--- config.mk ---
export PLATFORM = sky130hd
export DESIGN_NAME = smrc_core
export DESIGN_NICKNAME = d
export VERILOG_FILES = /design/src/logic/smrc_pkg.sv /design/src/logic/smrc_core.sv /design/src/logic/smrc_lane_mul.sv
export SDC_FILE = /design/constraint.sdc
export NUM_CORES = 2
export LEC_CHECK = 0
export BUFFER_PORTS_ARGS = -buffer_cell sky130_fd_sc_hd__buf_2
export CAP_MARGIN = 40
export CORE_MARGIN = 1
export CORE_UTILIZATION = 50
export CTS_CLUSTER_SIZE = 10
export DETAILED_ROUTE_END_ITERATION = 10
export PLACE_DENSITY = 0.69
export SLEW_MARGIN = 20
export SYNTH_ARGS = -nofsm -noshare
export SYNTH_HDL_FRONTEND = slang
export SYNTH_SLANG_ARGS = --single-unit
--- constraint.sdc ---
create_clock -name clk -period 8.3 [get_ports clk]
set_clock_uncertainty 0.15 [all_clocks]
set_input_delay 1.66 -clock clk [delete_from_list [all_inputs] [get_ports clk]]
set_output_delay 1.66 -clock clk [all_outputs]
set_load 0.005 [all_outputs]
--- src/logic/smrc_pkg.sv ---
// Package: constants and types for the four-lane multiplier and activity-mask block
package smrc_pkg;
  localparam int LANES = 4;
  localparam int WORD_W = 16;
  localparam int PROD_W = 32;

  // Shift modifier codes and amounts
  localparam logic [1:0] SHM_COEFF = 2'h0;
  localparam logic [1:0] SHM_COMP = 2'h1;
  localparam logic [1:0] SHM_ALPHA = 2'h2;
  localparam logic [1:0] SHIFT_COEFF = 2'h0;
  localparam logic [1:0] SHIFT_COMP = 2'h2;
  localparam logic [1:0] SHIFT_ALPHA = 2'h3;

  // Component addressing
  localparam logic [15:0] COMP_INDEX_OK = 16'h0010;
  localparam int PIXEL_WORDS = 4;
  localparam logic [1:0] CHAN_RED = 2'h0;

  // Activity mask
  localparam logic [3:0] MASK_ALL = 4'hf;

  // Wishbone register map (byte addresses)
  localparam logic [7:0] REG_CTRL = 8'h00;
  localparam logic [7:0] REG_MASK = 8'h04;
  localparam logic [7:0] REG_STAT = 8'h08;
  localparam logic [7:0] REG_BASE = 8'h0c;
  localparam logic [7:0] REG_INDEX = 8'h10;
  localparam logic [7:0] REG_PROD_HI = 8'h14;
  localparam logic [7:0] REG_PROD_LO = 8'h18;
  localparam logic [7:0] REG_SCALAR = 8'h1c;
  localparam logic [31:0] BAD_ADDR_DATA = 32'hdeadbeef;

  typedef enum logic [2:0] {
    SMRC_IDLE = 3'b001,
    SMRC_MUL = 3'b010,
    SMRC_DONE = 3'b100
  } smrc_mstate_t;
endpackage

--- src/logic/smrc_core.sv ---
// Four-lane multiplier, component addressing and activity-mask stack
//
// Summary of operation
// (RULE1) Every lane owns a multiplier loaded from the M bus on two inputs.
// (RULE2) 32-bit product splits into high and low 16-bit halves on the A bus.
// (RULE3) Product readable one cycle after second operand; sequencer waits a cycle. Here the product lands two cycles after it; the bench issues two nops.
// (RULE4) Shift modifier: coefficient 0, component 2, opacity 3 bits left.
// (RULE5) Per-operand qualifier chooses unsigned or two's-complement signed.
// (RULE6) No modifier means unsigned, zero shift, coefficient format.
// (RULE7) Bits shifted past operand top are dropped silently.
// (RULE8) Component access moves one channel of four pixels, one per lane.
// (RULE9) Channel defaults to red (0); selector 1 picks green.
// (RULE10) Component access succeeds only when named index register holds 16.
// (RULE11) Pixel is four words; advance of 16 words moves four pixels.
// (RULE12) Lane registers replicated; base and index registers single and shared.
// (RULE13) Lane-to-scalar move takes named lane; inactive lane leaves scalar unchanged.
// (RULE14) Force pushes a 4-bit mask, becoming current mask.
// (RULE15) Instruction mask ANDs with current mask for one instruction only.
// (RULE16) Instruction mask can only clear lanes, never enable them.
// (RULE17) Pop discards forced mask, restoring previous; software pairs them.
// (RULE18) Mask has one bit per lane; clear bit suppresses that lane.
// (RULE19) No lane-to-lane path; data crosses through a shared scalar register.
// (RULE20) Product registers hold until next operand pair completes.
// (RULE21) Stack keeps pushed levels above an all-active base mask.
`timescale 1ns/100ps
module smrc_core
  import smrc_pkg::*;
#(
  parameter int STACK_DEPTH = 4
) (
  input wire logic clk,
  input wire logic reset,
  // Wishbone slave
  input wire logic wb_cyc_i,
  input wire logic wb_stb_i,
  input wire logic wb_we_i,
  input wire logic [7:0] wb_adr_i,
  input wire logic [3:0] wb_sel_i,
  input wire logic [31:0] wb_dat_i,
  output logic [31:0] wb_dat_o,
  output logic wb_ack_o,
  // Sequencer micro-operations
  input wire logic op_valid,
  input wire logic op_mult_x,
  input wire logic op_mult_y,
  input wire logic [1:0] op_shift_mode,
  input wire logic op_signed,
  input wire logic [4*WORD_W-1:0] mbus_data,
  input wire logic op_force,
  input wire logic op_pop,
  input wire logic [3:0] op_force_mask,
  input wire logic op_inst_mask_en,
  input wire logic [3:0] op_inst_mask,
  input wire logic op_to_scalar,
  input wire logic [1:0] op_src_lane,
  input wire logic [4*WORD_W-1:0] lane_regs,
  input wire logic op_comp_rd,
  input wire logic op_comp_wr,
  input wire logic op_chan_given,
  input wire logic [1:0] op_chan,
  input wire logic op_base_step,
  // A bus products, one 16-bit word per lane
  output logic [4*WORD_W-1:0] abus_hi,
  output logic [4*WORD_W-1:0] abus_lo,
  // Effective activity mask for the current instruction
  output logic [3:0] lane_active,
  // Component-mode scratchpad access and scalar register output
  output logic comp_go,
  output logic comp_we,
  output logic [4*WORD_W-1:0] comp_addr,
  output logic comp_fault,
  output logic [WORD_W-1:0] scalar_out
);
  initial begin
    if (STACK_DEPTH < 2 || STACK_DEPTH > 16) $error("smrc_core: bad STACK_DEPTH");
  end

  // ********************************************************
  // State
  // ********************************************************
  typedef struct packed {
    logic [STACK_DEPTH-1:0][3:0] stk;
    logic [3:0] sp;
    logic [WORD_W-1:0] base;
    logic [WORD_W-1:0] index;
    logic [WORD_W-1:0] scalar;
    logic comp_go;
    logic comp_we;
    logic comp_fault;
    logic [4*WORD_W-1:0] comp_addr;
    logic ovf;
    logic unf;
    logic ack;
    logic [31:0] rdat;
  } smrc_state_t;

  smrc_state_t s_q, s_d;

  logic [3:0] cur_mask;
  logic [3:0] eff_mask;
  logic [LANES-1:0] lane_busy;
  logic wb_req;

  assign cur_mask = s_q.stk[s_q.sp];
  assign wb_req = wb_cyc_i && wb_stb_i && !s_q.ack;

  // Instruction mask can only narrow the stacked mask
  always_comb begin
    eff_mask = cur_mask;
    if (op_inst_mask_en) begin
      eff_mask = cur_mask & op_inst_mask; // RULE15 RULE16
    end
  end

  assign lane_active = eff_mask; // RULE18

  // ********************************************************
  // Lane multipliers
  // ********************************************************
  genvar g;
  generate
    for (g = 0; g < LANES; g++) begin : gen_lane
      // RULE12 RULE19
      smrc_lane_mul #(.W(WORD_W)) u_mul (
        .clk(clk),
        .reset(reset),
        .ld_x(op_valid && op_mult_x),
        .ld_y(op_valid && op_mult_y),
        .din(mbus_data[g*WORD_W +: WORD_W]),
        .shm(op_shift_mode),
        .sgn(op_signed),
        .run(eff_mask[g]),
        .prod_hi(abus_hi[g*WORD_W +: WORD_W]),
        .prod_lo(abus_lo[g*WORD_W +: WORD_W]),
        .busy(lane_busy[g])
      );
    end
  endgenerate

  function automatic logic [WORD_W-1:0] lane_word(input logic [4*WORD_W-1:0] v,
                                                  input logic [1:0] i);
    lane_word = v[i*WORD_W +: WORD_W];
  endfunction

  function automatic logic [31:0] wb_merge(input logic [31:0] old, input logic [31:0] nw,
                                           input logic [3:0] sel);
    for (int b = 0; b < 4; b++) begin
      wb_merge[b*8 +: 8] = sel[b] ? nw[b*8 +: 8] : old[b*8 +: 8];
    end
  endfunction

  // ********************************************************
  // Next state
  // ********************************************************
  always_comb begin
    logic [1:0] chan;
    logic [31:0] wv;
    chan = CHAN_RED;
    wv = '0;
    s_d = s_q;
    s_d.comp_go = 1'b0;
    s_d.comp_we = 1'b0;
    s_d.ack = 1'b0;

    if (op_valid) begin
      // Stack
      if (op_force) begin
        if (s_q.sp < 4'(STACK_DEPTH - 1)) begin
          s_d.sp = s_q.sp + 4'h1;
          s_d.stk[s_q.sp + 4'h1] = op_force_mask; // RULE14
        end else begin
          s_d.ovf = 1'b1;
        end
      end else if (op_pop) begin
        if (s_q.sp != 4'h0) begin
          s_d.sp = s_q.sp - 4'h1; // RULE17 RULE21
        end else begin
          s_d.unf = 1'b1;
        end
      end

      // Lane to scalar transfer
      if (op_to_scalar && eff_mask[op_src_lane]) begin
        s_d.scalar = lane_word(lane_regs, op_src_lane); // RULE13 RULE19
      end

      // Component addressing
      if (op_comp_rd || op_comp_wr) begin
        chan = op_chan_given ? op_chan : CHAN_RED; // RULE9
        if (s_q.index == COMP_INDEX_OK) begin // RULE10
          s_d.comp_go = 1'b1;
          s_d.comp_we = op_comp_wr;
          for (int l = 0; l < LANES; l++) begin
            s_d.comp_addr[l*WORD_W +: WORD_W] =
              s_q.base + WORD_W'(l * PIXEL_WORDS) + WORD_W'(chan); // RULE8 RULE11
          end
          if (op_base_step) begin
            s_d.base = s_q.base + s_q.index; // RULE11
          end
        end else begin
          s_d.comp_fault = 1'b1;
        end
      end
    end

    // Wishbone slave, answers one cycle after the request
    if (wb_req) begin
      s_d.ack = 1'b1;
      unique case (wb_adr_i)
        REG_CTRL: begin
          s_d.rdat = {30'h0, s_q.unf, s_q.ovf};
          if (wb_we_i) begin
            if (wb_sel_i[0] && wb_dat_i[0]) s_d.ovf = 1'b0;
            if (wb_sel_i[0] && wb_dat_i[1]) s_d.unf = 1'b0;
            if (wb_sel_i[0] && wb_dat_i[2]) s_d.comp_fault = 1'b0;
          end
        end
        REG_MASK: s_d.rdat = {24'h0, s_q.sp, cur_mask};
        REG_STAT: s_d.rdat = {27'h0, |lane_busy, s_q.comp_fault, s_q.unf, s_q.ovf, 1'b0};
        REG_BASE: begin
          s_d.rdat = {16'h0, s_q.base};
          if (wb_we_i) begin
            wv = wb_merge({16'h0, s_q.base}, wb_dat_i, wb_sel_i);
            s_d.base = wv[WORD_W-1:0];
          end
        end
        REG_INDEX: begin
          s_d.rdat = {16'h0, s_q.index};
          if (wb_we_i) begin
            wv = wb_merge({16'h0, s_q.index}, wb_dat_i, wb_sel_i);
            s_d.index = wv[WORD_W-1:0]; // RULE10
          end
        end
        REG_PROD_HI: s_d.rdat = {16'h0, abus_hi[WORD_W-1:0]};
        REG_PROD_LO: s_d.rdat = {16'h0, abus_lo[WORD_W-1:0]};
        REG_SCALAR: s_d.rdat = {16'h0, s_q.scalar};
        default: s_d.rdat = BAD_ADDR_DATA;
      endcase
      // Hardware set wins over a simultaneous software clear
      if (op_valid && op_force && s_q.sp >= 4'(STACK_DEPTH - 1)) s_d.ovf = 1'b1;
      if (op_valid && !op_force && op_pop && s_q.sp == 4'h0) s_d.unf = 1'b1;
      if (op_valid && (op_comp_rd || op_comp_wr) && s_q.index != COMP_INDEX_OK) begin
        s_d.comp_fault = 1'b1;
      end
    end
  end

  always_ff @(posedge clk) begin
    if (reset) begin
      s_q <= '0;
      s_q.stk <= {STACK_DEPTH{MASK_ALL}}; // RULE21
    end else begin
      s_q <= s_d;
    end
  end

  assign wb_dat_o = s_q.rdat;
  assign wb_ack_o = s_q.ack;
  assign comp_go = s_q.comp_go;
  assign comp_we = s_q.comp_we;
  assign comp_addr = s_q.comp_addr;
  assign comp_fault = s_q.comp_fault;
  assign scalar_out = s_q.scalar;
endmodule

--- src/logic/smrc_lane_mul.sv ---
// One lane multiplier with shifted, optionally signed operands
`timescale 1ns/100ps
module smrc_lane_mul
  import smrc_pkg::*;
#(
  parameter int W = WORD_W
) (
  input wire logic clk,
  input wire logic reset,
  input wire logic ld_x,
  input wire logic ld_y,
  input wire logic [W-1:0] din,
  input wire logic [1:0] shm,
  input wire logic sgn,
  input wire logic run,
  output logic [W-1:0] prod_hi,
  output logic [W-1:0] prod_lo,
  output logic busy
);
  initial begin
    if (W < 4) $error("smrc_lane_mul: W too small");
  end

  typedef struct packed {
    logic [W-1:0] x;
    logic xs;
    logic [W-1:0] y;
    logic ys;
    logic xv;
    logic yv;
    logic go;
    logic [W-1:0] hi;
    logic [W-1:0] lo;
  } smrc_lane_t;

  smrc_lane_t s_q, s_d;

  function automatic logic [W-1:0] shift_op(input logic [W-1:0] v, input logic [1:0] m);
    logic [1:0] n;
    n = (m == SHM_COMP) ? SHIFT_COMP : (m == SHM_ALPHA) ? SHIFT_ALPHA : SHIFT_COEFF;
    shift_op = v << n; // Top bits fall off silently
  endfunction

  function automatic logic [2*W:0] ext(input logic [W-1:0] v, input logic s);
    ext = s ? {{(W+1){v[W-1]}}, v} : {{(W+1){1'b0}}, v};
  endfunction

  logic [2*W:0] full;
  assign full = ext(s_q.x, s_q.xs) * ext(s_q.y, s_q.ys);

  always_comb begin
    s_d = s_q;
    s_d.go = 1'b0;
    if (run && ld_x) begin
      s_d.x = shift_op(din, shm); // RULE1 RULE4 RULE7
      s_d.xs = sgn; // RULE5 RULE6
      s_d.xv = 1'b1;
    end
    if (run && ld_y) begin
      s_d.y = shift_op(din, shm); // RULE1 RULE4 RULE7
      s_d.ys = sgn; // RULE5 RULE6
      s_d.yv = 1'b1;
    end
    if (s_d.xv && s_d.yv && run && (ld_x || ld_y)) begin
      s_d.go = 1'b1;
      s_d.xv = 1'b0;
      s_d.yv = 1'b0;
    end
    if (s_q.go) begin
      s_d.hi = full[2*W-1:W]; // RULE2 RULE3 RULE20
      s_d.lo = full[W-1:0]; // RULE2
    end
  end

  always_ff @(posedge clk) begin
    if (reset) begin
      s_q <= '0;
    end else begin
      s_q <= s_d;
    end
  end

  assign prod_hi = s_q.hi;
  assign prod_lo = s_q.lo;
  assign busy = s_q.go;
endmodule

## Word-level counts from Yosys, hierarchy flattened

Index checks and enable logic that the tools add are counted.

| storage, ports and cells | value |
|---|---|
| register bits after elaboration | 446 |
| bits of input ports | 203 |
| output and inout bits | 248 |
| logic and storage cells | 226 |

| cells by class | value |
|---|---|
| add/sub/neg operators | 10 |
| $mul | 4 |
| $lt $le $gt $ge | 6 |
| eq/ne operators | 14 |
| shifts and indexed selects | 5 |
| mux-type cells | 71 |
| bitwise logic cells | 4 |
| reductions and logical operators | 58 |

Operator list:

| cell | count |
|---|---|
| $mux W33 | 8 |
| $pmux W32 S8 | 1 |
| $mul A33 B33 Y32 | 4 |
| $mux W16 | 8 |
| $mux W67 | 1 |
| $mux W65 | 1 |
| $add A16 B2 Y16 | 4 |
| $mux W64 | 1 |
| $shiftx A64 B7 Y16 | 1 |
| $shl A16 B2 Y16 | 4 |
| $logic_and A1 B1 Y1 | 36 |
| $mux W35 | 1 |
| $add A16 B4 Y16 const B | 2 |
| $eq A8 B5 Y1 const B | 4 |
| $mux W32 | 1 |
| $mux W8 | 4 |
| $mux W1 | 28 |
| $mux W4 | 7 |
| $add A16 B16 Y16 | 1 |
| $add A16 B3 Y16 const B | 1 |
| $bwmux W16 | 1 |
| $eq A16 B5 Y1 const B | 1 |
| $eq A8 B4 Y1 const B | 2 |
| $ne A16 B5 Y1 const B | 1 |
| other kinds (30) | 49 |

## Longest topological paths before layout

| logic depth | value |
|---|---|
| depth in word-level cells | 10 |
| mapped depth | 31 |
| gate-level depth less buffers | 29 |

## Modules after synthesis

Synthesis repeated with hierarchy kept, for this count alone.

| second synthesis, totals | value |
|---|---|
| cell total of the unflattened synthesis | 7,847 |
| area total of the unflattened synthesis | 72,648.4 um^2 |

By module, submodules not included:

| module | times used | cells an instance | area each (um^2) | sequential area each (um^2) |
|---|---|---|---|---|
| smrc_lane_mul (gen_lane[0].u_mul) | 1 | 1,715 | 15,991.6 | 1,381.3 |
| smrc_lane_mul (gen_lane[3].u_mul) | 1 | 1,686 | 15,901.5 | 1,381.3 |
| smrc_lane_mul (gen_lane[2].u_mul) | 1 | 1,682 | 15,793.9 | 1,381.3 |
| smrc_lane_mul (gen_lane[1].u_mul) | 1 | 1,673 | 15,790.1 | 1,381.3 |
| smrc_core | 1 | 1,091 | 9,171.3 | 2,942.8 |

## Worst setup path after synthesis

Ideal clock, no wire load.

| timing path | value |
|---|---|
| path kind | reg-to-reg |
| from | register gen_lane[0].u_mul.s_q[52] (netlist name) |
| to | register gen_lane[0].u_mul.s_q, in the netlist gen_lane[0].u_mul.prod_hi[11] |
| setup time | 0.131 ns |
| arrival time | 7.241 ns |
| path slack | 0.779 ns |
| cell stages (with the launch flop) | 28 |
| buffers on the path | 2 |
| cell sequence | dfxtp_1 -> clkbuf_1 -> and2_1 -> clkbuf_1 -> nand2_1 -> inv_1 -> fa_1 -> fa_1 -> fa_1 -> inv_1 -> fa_1 -> inv_1 -> fa_1 -> inv_1 -> fa_1 -> inv_1 -> fa_1 -> fa_1 -> ha_1 -> a21o_1 -> a21o_1 -> a2111o_1 -> a31oi_1 -> nor3_1 -> or3_1 -> a21oi_1 -> xor2_1 -> o22ai_1 |

| on the way | value |
|---|---|
| cells in the longest elaborated chain, start to end | 2 |

Ends and longest elaborated chain:

| item | RTL line | RTL |
|---|---|---|
| start: declaration | smrc_lane_mul.sv:36 | `smrc_lane_t s_q, s_d;` |
| start signal: assignment | smrc_lane_mul.sv:77 | `s_q <= '0;` |
| start signal: assignment | smrc_lane_mul.sv:79 | `s_q <= s_d;` |
| $mux W33 | smrc_lane_mul.sv:45 | `ext = s ? {{(W+1){v[W-1]}}, v} : {{(W+1){1'b0}}, v};` |
| $mul A33 B33 Y32 | smrc_lane_mul.sv:49 | `assign full = ext(s_q.x, s_q.xs) * ext(s_q.y, s_q.ys);` |

No other way between the ends.
A chain may end at the register's enable or synchronous reset.

## Worst setup path after layout

| timing path | value |
|---|---|
| from | register gen_lane[1].u_mul.s_q[52] (netlist name) |
| to | register gen_lane[1].u_mul.s_q, in the netlist gen_lane[1].u_mul.prod_hi[15] |

| on the way | value |
|---|---|
| cells in the longest elaborated chain, start to end | 2 |

Ends and longest elaborated chain:

| item | RTL line |
|---|---|
| start: declaration | smrc_lane_mul.sv:36 |
| start signal: assignment | smrc_lane_mul.sv:77 |
| start signal: assignment | smrc_lane_mul.sv:79 |
| $mux W33 | smrc_lane_mul.sv:45 |
| $mul A33 B33 Y32 | smrc_lane_mul.sv:49 |

No other way between the ends.

==> impl_metrics.ini <==
[route]
route.detailed.drc = 0
first_pass_iters = 5
dr_total_vias = 52600
vias_per_cell = 5.42
drt_iter0_drc = 3640
routed_wl_mm = 203
post_drt_wl_per_cell_um = 20.9
ant_nets = 0

[global_route]
grt_pass1_vias = 55500
grt_max_degree = 194
grt.total_usage = 0.286
globalRouteOverflowTotal = 0
antenna_found_initial = 35
grt_pass1_wl_mm = 320

[logic_synthesis]
synth-warning-count = 0
synthArstFlopShare = 0
ys.flop_type = dfxtp_1
syn_inst = 7727
yosys-top-cells-count = fa_1, inv_1, nand2_1
ys_types = 78
ys_seq_area_frac = 0.118
synth_top_cell_area_share = 0.376
synth_area_sq_um = 71700
synth_edf_count = 0
syn_area_per_cell_sq_um = 9.27
ys_ff_latch = 423
synth.most_common_cell = fa_1
yosysTopAreaCell = fa_1
synth_area_leaders = fa_1, dfxtp_1, ha_1

[job]
maxCapViolCount = 0

[worst_setup_path]
critPathArrivalTime_ps = 8340
rr_endpoint = gen_lane[1].u_mul.prod_hi[15]$_SDFFE_PP0P_
rr_worst_depth = 27
endpoint = gen_lane[1].u_mul.prod_hi[15]$_SDFFE_PP0P_
end_kind = flop
reg2reg_slack_ps = 390
r2r_start = gen_lane[1].u_mul.s_q[52]$_SDFFE_PP0P_
startpoint_type = flop
crit_fanout = 9
worstSetupStartpoint = gen_lane[1].u_mul.s_q[52]$_SDFFE_PP0P_
required_ps = 8730
crit_type = flop to flop

[clock_network]
h-tree-depth = 2
cts.clk_slew.worst_paths_ps = 50
clock_sinks = 423
cts_tree = done
post_cts_buffers = 0
clockBufferDepth = 3
cts_root_buf = clkbuf_16
clock_latency_ps = 680
cts_buffers = 56

[floorplanning]
die_h_um = 381
coreArea_sq_um = 142000
initial_core_util = 0.505
die_area_sq_um = 145000
rows = 138
fp.dieW_um = 381
ios = 451

[timing]
final_max_slew_viol_count = 0
min_period_ps = 7910
setup_slack_ps = 385
rsz0062_at_grt = false
finalHoldViolCount = 0
tightest_slew_ps = 989
max_freq_mhz = 126
relSlewSlack = 0.340
setup_viol = 0
fin_tns_setup_ps = 0
finalCritPeriodShare = 0.954

[power]
leakagePower_uw = 0.0385
power.total_uw = 5720
power_density_nw_per_um2 = 75.2
ir_worst_vdd_mv = 0.165

[status]
status = finished, final reports clean

[layout]
syn2layout_area_growth_pct = 6.27
final_core_util = 0.537
finalNetCount = 9841
final_layout_size_suffix_gt1_frac = 0.101

[placed_design]
place_ws_ps = 321
io_buffers = 427
hpwl_mm = 169
place_congestion = 0.971

[min_path]
hold_class = flop to flop
whs_path_depth = 2
## routing by layer
metal / global-route usage / part of all wire / vias to the layer above
li1: - / - / 23800
met1: 0.379 / 0.41 / 26700
met2: 0.451 / 0.45 / 1790
met3: 0.0741 / 0.092 / 336
met4: 0.104 / 0.040 / 28
met5: 0 / 0.00093 / -
## logic make-up after synthesis
group                    count (synthesis)  synth area share
AO/OA/AOI/OAI                          747            0.0679
XOR/XNOR                               319            0.0390
adder cells (fa/ha/maj)               1877             0.469
buffers and inverters                 1962             0.116
flip-flops                             423             0.118
multiplexers                           203            0.0403
other                                    1         0.0000523
AND/OR/NAND/NOR                       2195             0.150
## through the flow
| stage | area (sq um) | hold slack [ps] | cells |
|---|---|---|---|
| 2_1_floorplan | 71700 | 280 | 7731 |
| 3_3_place_gp | 74100 | 290 | 9575 |
| 3_5_place_dp | 74300 | 299 | 9584 |
| 4_1_cts | 76000 | 308 | 9669 |
| 5_1_grt | 76100 | 329 | 9684 |
| 6_report | 76200 | 308 | 9697 |
## cell usage in the layout, fill, tap and decap left out, types with 80 or more instances in the layout
| cell type | count |
|---|---|
| nor2_1 | 381 |
| nand2_1 | 781 |
| dfxtp_1 | 419 |
| inv_1 | 1338 |
| a211oi_1 | 80 |
| buf_2 | 427 |
| mux2i_1 | 131 |
| and3_1 | 101 |
| ha_1 | 529 |
| buf_4 | 150 |
| a21oi_1 | 284 |
| xnor2_1 | 242 |
| fa_1 | 1346 |
| and2_1 | 694 |
## how the worst min path moves through the flow
stage / start / endpoint / slack [ps]
floorplan: s_q[162]$_SDFFE_PP1P_ / s_q[162]$_SDFFE_PP1P_ / 280
global placement: s_q[160]$_SDFFE_PP1P_ / s_q[160]$_SDFFE_PP1P_ / 290
detailed placement: comp_addr[35]$_SDFFE_PP0P_ / comp_addr[35]$_SDFFE_PP0P_ / 300
CTS: gen_lane[3].u_mul.s_q[51]$_SDFFE_PP0P_ / gen_lane[3].u_mul.s_q[51]$_SDFFE_PP0P_ / 310
global route: gen_lane[3].u_mul.s_q[51]$_SDFFE_PP0P_ / gen_lane[3].u_mul.s_q[51]$_SDFFE_PP0P_ / 330
finish: gen_lane[3].u_mul.s_q[51]$_SDFFE_PP0P_ / gen_lane[3].u_mul.s_q[51]$_SDFFE_PP0P_ / 310
## timing repair
action                     CTS  global route
gates resized for setup      0             1
setup endpoints to repair    0             1
hold buffers                 0             0
## worst max-delay path: stages (launching register included)
cell      delay, ps
dfxtp_1         550
and2_1          310
buf_4           200
nand2_1         120
fa_1            680
inv_1           140
fa_1            520
inv_1            50
fa_1            490
fa_1            500
inv_1            60
fa_1            490
inv_1            50
fa_1            550
fa_1            430
fa_1            490
inv_1            40
ha_1            340
a21o_1          210
a21o_1          170
a21o_1          190
a21o_1          180
a21oi_1         200
nand2b_1         80
o221a_2         240
o21ai_0         160
nand3b_1         90
a21oi_1         150
## state kept, by name, summed over array words and instances, names as in the netlist
name,count
gen_lane.u_mul.s_q,144
gen_lane.u_mul.prod_hi,64
gen_lane.u_mul.prod_lo,64
comp_addr,56
s_q,54
wb_dat_o,17
scalar_out,16
gen_lane.u_mul.busy,4
comp_fault,1
comp_go,1
comp_we,1
wb_ack_o,1
## layout make-up
type / count / area [sq um]
well taps: 1890 / 2360
flip-flops and latches: 423 / 8470
clock buffers: 69 / 1510
repair buffers: 596 / 3550
inverters: 1338 / 5020
diodes: 19 / 47.5
clock inverters: 16 / 200
fillers: 13000 / 65800
multi-input cells: 5346 / 55000
## power by group
| part | total (uW) | internal [uW] | switching (uW) |
|---|---|---|---|
| clock | 2380 | 1390 | 992 |
| combinational | 1090 | 432 | 661 |
| sequential | 2250 | 2090 | 157 |
Power figures use the tool's default switching activity.
